<file path="src/auto_detect_pkg.sv">
package auto_detect_pkg;
  localparam int unsigned CLK_FREQ_KHZ = 100_000;
  localparam int unsigned SETTLE_TIME_MS = 5000;
  localparam int unsigned SETTLE_CYCLES = SETTLE_TIME_MS * CLK_FREQ_KHZ;
  localparam int unsigned DETECT_DELAY_MS = 500;
  localparam int unsigned DETECT_DELAY_CYCLES = DETECT_DELAY_MS * CLK_FREQ_KHZ;
  localparam int unsigned HOLD_TIME_MS = 1000;
  localparam int unsigned HOLD_CYCLES = HOLD_TIME_MS * CLK_FREQ_KHZ;
  localparam int unsigned SHOW_TIME_MS = 500;
  localparam int unsigned SHOW_CYCLES = SHOW_TIME_MS * CLK_FREQ_KHZ;
  localparam int unsigned FLASH_TIME_MS = 250;
  localparam int unsigned FLASH_CYCLES = FLASH_TIME_MS * CLK_FREQ_KHZ;
  localparam int unsigned MAX_SLAVES = 128;
  // remote register word offsets, then nonvolatile count address
  localparam logic [7:0] RW_LATEST_ERR = 8'h01;
  localparam logic [7:0] RW_COUNT = 8'h02;
  localparam logic [7:0] RW_TABLE = 8'h03;
  localparam logic [7:0] NV_COUNT_ADDR = 8'h00;
  // slave id space, searched in ascending order
  localparam logic [9:0] OUT_ID_LAST = 10'h0fe;
  localparam logic [9:0] IN_ID_FIRST = 10'h200;
  localparam logic [9:0] IN_ID_LAST = 10'h2fe;
  // error codes that block a scan
  localparam logic [15:0] ERR_HW_FIRST = 16'h0064;
  localparam logic [15:0] ERR_HW_LAST = 16'h0067;
  localparam logic [15:0] ERR_LINE_DROP = 16'h00c8;
  localparam logic [15:0] ERR_LINE_SHORT = 16'h00c9;

  typedef enum logic [2:0] {
    ST_IDLE = 3'b000,
    ST_SHOW = 3'b001,
    ST_DELAY = 3'b011,
    ST_DETECT = 3'b010,
    ST_STORE = 3'b110,
    ST_REFRESH = 3'b111
  } scan_state_t;

  typedef struct packed {
    logic remote_ready;
    logic param_fault;
    logic slave_alarm;
    logic scan_active;
  } status_flags_t;

  typedef struct packed {
    logic req;
    logic [9:0] id;
  } probe_req_t;

  typedef struct packed {
    logic wr;
    logic [7:0] addr;
    logic [15:0] data;
  } nv_write_t;
endpackage

</file>
<file path="src/slave_address_auto_detect.sv">
// Function
// - store discovered slave ids in nonvolatile memory
// - refresh slave parameters after ids stored
// - stored id list kept until next scan
// - unset/duplicate and parameter records are volatile
// - held push button starts scan at lamp
// - scan-active flag high for whole scan
// - lamp flashes during storing, then off
// - no scan under hardware, drop, short errors
// - no scan during five second settling
// - no scan while adjustment mode active
// - ignore request if access busy or scanning
// - ascending ids, stop at maximum count
// - halt io transfer during scan
// - detection starts 0.5 s after lamp off
// - alarm and access fault latched until clear
// - publish error id, count, id list
// - error flags clear only once cause removed
// - ready drops on error, returns after clear
`timescale 1ns/100ps
module slave_address_auto_detect
  import auto_detect_pkg::*;
#(
  parameter int unsigned SETTLE = SETTLE_CYCLES,
  parameter int unsigned DETECT_DELAY = DETECT_DELAY_CYCLES,
  parameter int unsigned HOLD = HOLD_CYCLES,
  parameter int unsigned SHOW = SHOW_CYCLES,
  parameter int unsigned FLASH = FLASH_CYCLES,
  parameter int unsigned MAX_COUNT = MAX_SLAVES
) (
  input wire logic i_clk,
  input wire logic i_rst,
  input wire logic i_set_button,
  input wire logic i_scan_request_cmd,
  input wire logic i_error_clear_request,
  input wire logic i_adjustment_active_flag,
  input wire logic i_param_access_done,
  input wire logic [15:0] i_error_code,
  input wire logic i_probe_done,
  input wire logic i_probe_present,
  input wire logic i_probe_bad,
  input wire logic i_nv_ack,
  input wire logic i_param_refresh_done,
  input wire logic i_param_refresh_fault,
  input wire logic [7:0] i_rw_addr,
  output status_flags_t o_flags,
  output logic o_lamp,
  output logic o_io_halt,
  output probe_req_t o_probe,
  output nv_write_t o_nv,
  output logic o_param_refresh,
  output logic [15:0] o_rw_data
);
  scan_state_t state;
  scan_state_t next_state;
  logic [31:0] timer;
  logic [31:0] settle_cnt;
  logic settled;
  logic [31:0] hold_cnt;
  logic btn_s1;
  logic btn_s2;
  logic btn_s3;
  logic btn_level;
  logic btn_fire;
  logic cmd_q;
  logic cmd_fall;
  logic err_block;
  logic allowed;
  logic start;
  logic [9:0] cand;
  logic waiting;
  logic sweep_done;
  logic [15:0] count;
  logic [15:0] latest_err;
  logic [31:0] flash_cnt;
  logic [15:0] id_table [0:MAX_SLAVES-1];
  logic [7:0] idx;
  logic store_done;
  logic refresh_sent;
  logic set_alarm;
  logic set_pfault;
  logic clr_seen;
  logic probe_ok;

  assign err_block = (i_error_code >= ERR_HW_FIRST && i_error_code <= ERR_HW_LAST) ||
                     i_error_code == ERR_LINE_DROP || i_error_code == ERR_LINE_SHORT;
  assign allowed = !err_block && settled && !i_adjustment_active_flag &&
                   i_param_access_done && !o_flags.scan_active;
  assign cmd_fall = cmd_q && !i_scan_request_cmd;
  assign btn_fire = btn_level && hold_cnt == 32'(HOLD - 1);
  assign start = state == ST_IDLE && allowed && (btn_fire || cmd_fall);
  assign probe_ok = waiting && i_probe_done;
  assign set_alarm = state == ST_DETECT && probe_ok && i_probe_bad;
  assign set_pfault = state == ST_REFRESH && i_param_refresh_done && i_param_refresh_fault;
  assign store_done = o_nv.wr && i_nv_ack && idx == count[7:0];

  // settling window after power-on or reset release
  always_ff @(posedge i_clk or posedge i_rst) begin
    if (i_rst) begin
      settle_cnt <= 32'h0;
      settled <= 1'b0;
    end else if (!settled) begin
      settle_cnt <= settle_cnt + 32'h1;
      settled <= settle_cnt == 32'(SETTLE - 1);
    end
  end

  // push button: three stages, level changes when the last two agree
  always_ff @(posedge i_clk or posedge i_rst) begin
    if (i_rst) begin
      btn_s1 <= 1'b0;
      btn_s2 <= 1'b0;
      btn_s3 <= 1'b0;
      btn_level <= 1'b0;
      hold_cnt <= 32'h0;
      cmd_q <= 1'b0;
    end else begin
      btn_s1 <= i_set_button;
      btn_s2 <= btn_s1;
      btn_s3 <= btn_s2;
      if (btn_s2 == btn_s3) begin
        btn_level <= btn_s3;
      end
      if (!btn_level) begin
        hold_cnt <= 32'h0;
      end else if (hold_cnt != 32'(HOLD)) begin
        hold_cnt <= hold_cnt + 32'h1;
      end
      cmd_q <= i_scan_request_cmd;
    end
  end

  always_comb begin
    next_state = state;
    unique case (state)
      ST_IDLE: begin
        if (start) begin
          next_state = ST_SHOW;
        end
      end
      ST_SHOW: begin
        if (timer == 32'(SHOW - 1)) begin
          next_state = ST_DELAY;
        end
      end
      ST_DELAY: begin
        if (timer == 32'(DETECT_DELAY - 1)) begin
          next_state = ST_DETECT;
        end
      end
      ST_DETECT: begin
        if (sweep_done) begin
          next_state = ST_STORE;
        end
      end
      ST_STORE: begin
        if (store_done) begin
          next_state = ST_REFRESH;
        end
      end
      ST_REFRESH: begin
        if (refresh_sent && i_param_refresh_done) begin
          next_state = ST_IDLE;
        end
      end
      default: next_state = ST_IDLE;
    endcase
  end

  always_ff @(posedge i_clk or posedge i_rst) begin
    if (i_rst) begin
      state <= ST_IDLE;
      timer <= 32'h0;
      o_io_halt <= 1'b0;
    end else begin
      state <= next_state;
      timer <= (next_state != state) ? 32'h0 : timer + 32'h1;
      o_io_halt <= next_state != ST_IDLE;
    end
  end

  // lamp: steady in show phase, flashing while storing, dark otherwise
  always_ff @(posedge i_clk or posedge i_rst) begin
    if (i_rst) begin
      o_lamp <= 1'b0;
    end else if (next_state == ST_SHOW) begin
      o_lamp <= 1'b1;
    end else if (next_state == ST_STORE) begin
      if (state != ST_STORE || flash_cnt == 32'(FLASH - 1)) begin
        o_lamp <= !o_lamp;
      end
    end else begin
      o_lamp <= 1'b0;
    end
  end

  // flash period counter, restarts on store entry
  always_ff @(posedge i_clk or posedge i_rst) begin
    if (i_rst) begin
      flash_cnt <= 32'h0;
    end else if (state != ST_STORE || flash_cnt == 32'(FLASH - 1)) begin
      flash_cnt <= 32'h0;
    end else begin
      flash_cnt <= flash_cnt + 32'h1;
    end
  end

  // ascending sweep over output then input id ranges
  always_ff @(posedge i_clk or posedge i_rst) begin
    if (i_rst) begin
      o_probe <= '0;
      cand <= 10'h0;
      waiting <= 1'b0;
      sweep_done <= 1'b0;
      count <= 16'h0;
      latest_err <= 16'h0;
      for (int i = 0; i < MAX_SLAVES; i++) begin
        id_table[i] <= 16'h0;
      end
    end else begin
      o_probe.req <= 1'b0;
      if (state == ST_DELAY) begin
        cand <= 10'h0;
        waiting <= 1'b0;
        sweep_done <= 1'b0;
        count <= 16'h0;
      end else if (state == ST_DETECT && !sweep_done) begin
        if (!waiting) begin
          o_probe.req <= 1'b1;
          o_probe.id <= cand;
          waiting <= 1'b1;
        end else if (i_probe_done) begin
          waiting <= 1'b0;
          if (i_probe_bad) begin
            latest_err <= {6'h0, cand};
          end else if (i_probe_present) begin
            id_table[count[6:0]] <= {6'h0, cand};
            count <= count + 16'h1;
          end
          if (cand == IN_ID_LAST ||
              (i_probe_present && !i_probe_bad && count == 16'(MAX_COUNT - 1))) begin
            sweep_done <= 1'b1;
          end
          cand <= (cand == OUT_ID_LAST) ? IN_ID_FIRST : cand + 10'h1;
        end
      end
    end
  end

  // nonvolatile write: count word first, then each table entry
  always_ff @(posedge i_clk or posedge i_rst) begin
    if (i_rst) begin
      o_nv <= '0;
      idx <= 8'h0;
    end else if (state != ST_STORE) begin
      o_nv.wr <= 1'b0;
      idx <= 8'h0;
    end else if (o_nv.wr) begin
      if (i_nv_ack) begin
        o_nv.wr <= 1'b0;
        idx <= idx + 8'h1;
      end
    end else if (idx <= count[7:0]) begin
      o_nv.wr <= 1'b1;
      o_nv.addr <= NV_COUNT_ADDR + idx;
      o_nv.data <= (idx == 8'h0) ? count : id_table[7'(idx - 8'h1)];
    end
  end

  always_ff @(posedge i_clk or posedge i_rst) begin
    if (i_rst) begin
      o_param_refresh <= 1'b0;
      refresh_sent <= 1'b0;
    end else begin
      o_param_refresh <= state == ST_REFRESH && !refresh_sent;
      refresh_sent <= state == ST_REFRESH;
    end
  end

  // status flags; a new event wins over a clear in the same cycle
  always_ff @(posedge i_clk or posedge i_rst) begin
    if (i_rst) begin
      o_flags <= '0;
      o_flags.remote_ready <= 1'b1;
      clr_seen <= 1'b0;
    end else begin
      o_flags.scan_active <= next_state != ST_IDLE;
      if (set_alarm) begin
        o_flags.slave_alarm <= 1'b1;
      end else if (i_error_clear_request && state == ST_IDLE) begin
        o_flags.slave_alarm <= 1'b0;
      end
      if (set_pfault) begin
        o_flags.param_fault <= 1'b1;
      end else if (i_error_clear_request && state == ST_IDLE) begin
        o_flags.param_fault <= 1'b0;
      end
      if (err_block || set_alarm || set_pfault) begin
        o_flags.remote_ready <= 1'b0;
        clr_seen <= 1'b0;
      end else if (!o_flags.remote_ready) begin
        if (i_error_clear_request) begin
          clr_seen <= 1'b1;
        end else if (clr_seen && !o_flags.slave_alarm && !o_flags.param_fault) begin
          o_flags.remote_ready <= 1'b1;
          clr_seen <= 1'b0;
        end
      end
    end
  end

  // remote register words
  always_ff @(posedge i_clk or posedge i_rst) begin
    if (i_rst) begin
      o_rw_data <= 16'h0;
    end else if (i_rw_addr == RW_LATEST_ERR) begin
      o_rw_data <= latest_err;
    end else if (i_rw_addr == RW_COUNT) begin
      o_rw_data <= count;
    end else if (i_rw_addr >= RW_TABLE && i_rw_addr < RW_TABLE + 8'(MAX_SLAVES)) begin
      o_rw_data <= id_table[7'(i_rw_addr - RW_TABLE)];
    end else begin
      o_rw_data <= 16'h0;
    end
  end
endmodule

</file>
<file path="config.mk">
export PLATFORM = sky130hd
export DESIGN_NAME = slave_address_auto_detect
export DESIGN_NICKNAME = d
export VERILOG_FILES = /design/src/auto_detect_pkg.sv /design/src/slave_address_auto_detect.sv
export SDC_FILE = /design/constraint.sdc
export NUM_CORES = 2
export LEC_CHECK = 0
export BUFFER_PORTS_ARGS = -buffer_cell sky130_fd_sc_hd__buf_4
export CORE_MARGIN = 4
export CORE_UTILIZATION = 45
export DETAILED_ROUTE_END_ITERATION = 10
export SLEW_MARGIN = 20
export SYNTH_ARGS = -nofsm -noshare
export SYNTH_HDL_FRONTEND = slang
export SYNTH_SLANG_ARGS = --single-unit
</file>
<file path="constraint.sdc">
create_clock -name i_clk -period 64.4 [get_ports i_clk]
set_clock_uncertainty 0.15 [all_clocks]
set_input_delay 3.22 -clock i_clk [delete_from_list [all_inputs] [get_ports i_clk]]
set_output_delay 3.22 -clock i_clk [all_outputs]
set_load 0.01 [all_outputs]
</file>
# Word-level counts from Yosys, hierarchy flattened

Index checks and enable logic that the tools add are counted.

Word-level logic and storage cells: 346
Bits in writable memories: 0
Memories kept: 0
Bits in read-only memories: 0
Flip-flop bits (word level): 2291
Latch bits: 0

Muxes and demuxes: 69
$add $sub $neg: 9
Bitwise logic cells: 8
Multiply operators: 0
Div/mod/pow operators: 0
Reductions and logical operators: 65
$lt $le $gt $ge: 9
Equal/unequal tests: 27
Shifts and indexed selects: 0

Operators with widths:

| kind                  | count |
|---|---|
| $bwmux 2048           | 1 |
| $mux 16               | 15 |
| $bmux 16 s7           | 2 |
| $add 32x1->32 const B | 4 |
| $mux 32               | 4 |
| $demux 16 s7          | 1 |
| $mux 10               | 5 |
| $mux 11               | 3 |
| $eq 16x8->1 const B   | 2 |
| $eq 32x25->1 const B  | 1 |
| $eq 32x26->1 const B  | 1 |
| $eq 32x27->1 const B  | 1 |
| $eq 32x29->1 const B  | 1 |
| $ne 32x27->1 const B  | 1 |
| $mux 1                | 27 |
| $logic_and 1x1->1     | 26 |
| $mux 25               | 1 |
| $ge 8x8->1 const B    | 3 |
| $mux 8                | 3 |
| $not 7->8             | 3 |
| $mux 3                | 6 |
| $pmux 3 s6            | 1 |
| $reduce_bool 2->1     | 9 |
| $add 16x1->16 const B | 1 |
| 35 further kinds      | 65 |

# Depth between registers and ports, before layout

Word-level depth: 16
Mapped depth: 18

# Least setup slack after synthesis

OpenSTA, ideal clock, no wires.

Kind: input -> register
Start: input i_rw_addr[0]
End: register o_rw_data[1]
Arrival time: 7072 ps
Setup slack: 57037 ps
Data required time: 64109 ps
Path buffers: 9
Stages: 15
Library setup time: 141 ps
Cells stage by stage: buf_2 buf_2 buf_2 buf_2 buf_2 inv_1 ha_1 clkbuf_1 buf_2 clkbuf_1 clkbuf_1 mux4_2 mux4_2 o2111ai_1 a41oi_1

Cells in the longest elaborated chain, start to end: 8
Elaborated cells on any way between the ends: 13
Classes of those cells: 1 x add/sub; 2 x order compare; 2 x eq/ne; 6 x mux; 1 x bitwise; 1 x reduce/logical

RTL lines:

| element                                    | RTL line                         | text |
|---|---|---|
| from (decl)                                | slave_address_auto_detect.sv:45  | `input wire logic [7:0] i_rw_addr,` |
| $sub 7x2->7                                | slave_address_auto_detect.sv:321 | `o_rw_data <= id_table[7'(i_rw_addr - RW_TABLE)];` |
| $not 7->8 (not written as such)            | slave_address_auto_detect.sv:321 |  |
| $bmux 16 s7                                | slave_address_auto_detect.sv:321 |  |
| $mux 16 (not written as such) (2 in a row) | slave_address_auto_detect.sv:321 |  |
| $mux 16                                    | slave_address_auto_detect.sv:320 | `end else if (i_rw_addr >= RW_TABLE && i_rw_addr < RW_TABLE + 8'(MAX_SLAVES)) begin` |
| $mux 16                                    | slave_address_auto_detect.sv:318 | `end else if (i_rw_addr == RW_COUNT) begin` |
| $mux 16 *                                  | slave_address_auto_detect.sv:316 | `end else if (i_rw_addr == RW_LATEST_ERR) begin` |
| to (signal assigned)                       | slave_address_auto_detect.sv:317 | `o_rw_data <= latest_err;` |
| to (signal assigned)                       | slave_address_auto_detect.sv:319 | `o_rw_data <= count;` |
| to (signal assigned)                       | slave_address_auto_detect.sv:321 |  |
| to (decl)                                  | slave_address_auto_detect.sv:52  | `output logic [15:0] o_rw_data` |

Every way passes the cells marked *; elsewhere a longest branch is shown, timed or not. The select of a mux whose other input is x is not followed.
A chain may end at the register's enable or synchronous reset.

# Worst setup path in the final report

Start: input i_rw_addr[0]
End: register o_rw_data[0]

Same word-level chain as after synthesis.

==> impl_results.md <==
* Critical path class: in -> reg
* Achievable Freq at 0.115 GHz
* Number of synthesized register bits at around 1500
* Tmin final at just under 9 ns
* Maximum clock insertion buffer count at 3
* FP Rows at around 160
* Sequential fraction of the synthesis area at 47.2%
* Ys async rst share at 100%
* CP Data Required Time at 64.84 ns
* Vias in the first global route at 53000
* Final instance area at 89100 sq um
* Critical Path Start Type: primary input
* Clock transition at path regs at ~0.06 ns
* Status: completed
* Initial Util at 45.3%
* Clock sinks at about 1500
* Die Height at about 430 um
* PostCTS Resize Cnt at 0
* DP Wirelength at between 150000 and 200000 um
* Hold buffers post-CTS at 0
* RSZ-0062 raised after global routing: false
* Layout cell share with drive strength beyond 1 at 42.8%
* Avg WL per Cell at approximately 30 um
* Net Count, Synth at 5902
* Io pins at between 90 and 100
* Die area at 186000 sq um
* Layout area overhead at 10.4%
* All-Layer GR Usage at between 20% and 30%
* Max Cap Viol at 0
* Switching power share of the total at around a quarter
* Crit path DAT at approximately 9.2 ns
* Final setup fails at 0
* RD Place Congestion at about 0.94
* Post-Syn Area at about 81000 sq um
* Slew Limit Fails at 0
* Yosys cell types at around 80
* Dpl cell area at roughly 83000 sq um
* Final setup margin at between 50 and 60 ns
* Dpl ws at approximately 55 ns
* Post-synth top area share at between 40% and 50%
* H-tree depth at 4
* TNS Setup at 0 ns
* Clock latency at the later pin of the worst-skew pair at ~0.8 ns
* Largest net degree at the start of global routing at roughly 160
* Pleak at 0.0395 uW
* Hold Fails Final Rpt at 0
* TritonCTS clock tree: built
* Core area at ~180000 sq um
* Slew Limit Headroom at between 15 and 20%
* CP max FO at 55
* Clock root buffer master: clkbuf_16
* Internal Power at about 1600 uW
* Comb power frac at 4.7%
* Hold Crit Class: reg -> reg
* Seq pwr share at ~47%
* Synth Flop Type: dfrtp_1
* Final worst-path cycle share at between 10 and 15%
* Min Hold Slack at 0.201 ns
* Final ANT Viol Nets at 0
* Pre-antenna DRT Iters at 8
* Nets@finish at slightly below 6000
* Peak VDD IR at between 0.015 and 0.02 mV
* Worst Max-Slew Pin Slew at 1.23 ns
* CP endpoint kind: register
* Synth Instances at a little under 6000
* Initial antenna violation count at 7
* Clock power frac at 48.4%
* DRC violations left at 0
* Top post-synthesis cells by area: dfrtp_1, mux4_2, mux2_2, nand2_1, clkbuf_1
* Inserted Clock Buffers at roughly 170
* Via count at 51800
* Warning count from the yosys run at 0
* Power Dens Cells at roughly 23 nW/um^2
* Net switching power at roughly 480 uW
* Routed wire length at about 250000 um
* First-pass GRT wire length at between 300000 and 400000 um
* Yosys top cell by area: dfrtp_1
* Post-synth EDFFs at 0
* Die width at approximately 430 um
* Vias per cell at ~6.3
* Port Buffer Count at between 90 and 100
* Initial DRC Count at between 4000 and 5000
* Grt ovf at 0
* Post-CTS setup buffer count at 0
* Post-Syn Area per Cell at around 14 sq um
==> cell families after synthesis <==
group | synth area share, %
buffers and inverters | 2.71
XOR/XNOR | 1.59
AND/OR/NAND/NOR | 7.54
multiplexers | 37.8
flip-flops | 47.2
AO/OA/AOI/OAI | 2.88
adder cells (fa/ha/maj) | 0.338
==> critical path: stages <==
cell and delay [ns]:
buf_8 0.38, inv_1 0.24, ha_4 0.70, buf_4 0.85
buf_4 0.69, buf_4 0.70, mux4_2 0.33, nand2_1 0.07
a21oi_1 0.24, o311a_1 0.32, o21ai_0 0.22, a31oi_1 1.00
==> worst paths after layout <==
path | startpoint | to | slack, ns | cells past startpoint
max in group asynchronous | i_rst | id_table[1856] | 56.91 | 7
hold / removal | btn_s1 | btn_s2 | 0.20 | 0
min in group asynchronous | i_rst | id_table[168] | 2.43 | 2
setup / recovery | i_rw_addr[0] | o_rw_data[0] | 55.68 | 12
hold reg to reg | btn_s1 | btn_s2 | 0.20 | 0
setup reg to reg | idx[0] | o_nv[4] | 57.67 | 11
==> registers in the layout, summed over array words and instances, names as in the netlist, 11 cells and up <==
name / cells
hold_cnt: 32
o_probe: 11
flash_cnt: 32
settle_cnt: 32
timer: 32
count: 16
id_table: 1280
o_rw_data: 16
o_nv: 25
==> final cells by class <==
cell class	instances	area (sq um)
fillers	15200	89300
multi-input cells	3787	40700
flip-flops and latches	1523	38200
clock buffers	252	4910
well taps	2355	2950
repair buffers	198	1610
clock inverters	47	716
inverters	34	135
diodes	3	7.51
==> layout by cell type, fill, tap and decap left out, types with 43 or more instances in the layout <==
master     instances
dfrtp_1         1511
mux2_2          1272
mux4_2           678
nand2_1          533
nor2_1           196
buf_4            187
clkbuf_16        171
o21ai_0          127
nand3_1          104
mux2i_1           86
xnor2_1           78
xor2_1            60
nand4_1           57
a21oi_1           52
clkbuf_1          48
nor3_1            47
and3_1            43
==> metal layers <==
layer	GRT usage, %	part of all wire (%)	up-vias
li1	-	-	21700
met3	5.82	7.0	537
met2	40.9	46	1739
met5	0	0.015	-
met4	13.1	5.7	6
met1	35.8	41	27800
==> cells in the mapped netlist (all sizes together) (5+ instances only) <==
cell     number
o221ai       11
or3          26
o22a         19
a222oi        8
nor4         40
or2           6
ha           21
xnor2        82
a41oi         5
o31ai         7
buf         162
and3         43
a31oi        11
a311oi       15
xor2         65
a2111oi       7
nor3b         6
nand2b       13
a21oi        52
mux4        678
or4           7
o21ai       129
nor2        246
nand4        58
mux2       1276
and2         44
nor3         51
nand4b        6
and4         12
nor2b        15
mux2i        86
nor4b         9
nand2       534
o2111ai      15
a21boi        8
dfrtp      1522
inv          32
o21a          5
a211oi        7
nand3       105
a22o          9
clkbuf      338
==> power groups by stage <==
stage,Sequential [uW],Combinational [uW],Clock (uW)
detailed placement,978,95.0,0
global placement,978,95.0,0
finish,961,95.2,988
floorplan,980,54.5,0
global route,960,101,1050
CTS,961,95.3,1010
==> stage by stage <==
stage / total power, uW / utilization (%) / instances
after global placement: 1070 / 46.8 / 7896
after CTS: 2060 / 49.9 / 8195
after floorplan: 1030 / - / 5844
final: 2040 / 50.0 / 8199
after detailed placement: 1070 / 46.8 / 7896
after global routing: 2110 / 50.0 / 8197
Note: power is estimated with default switching activity, not from simulation.
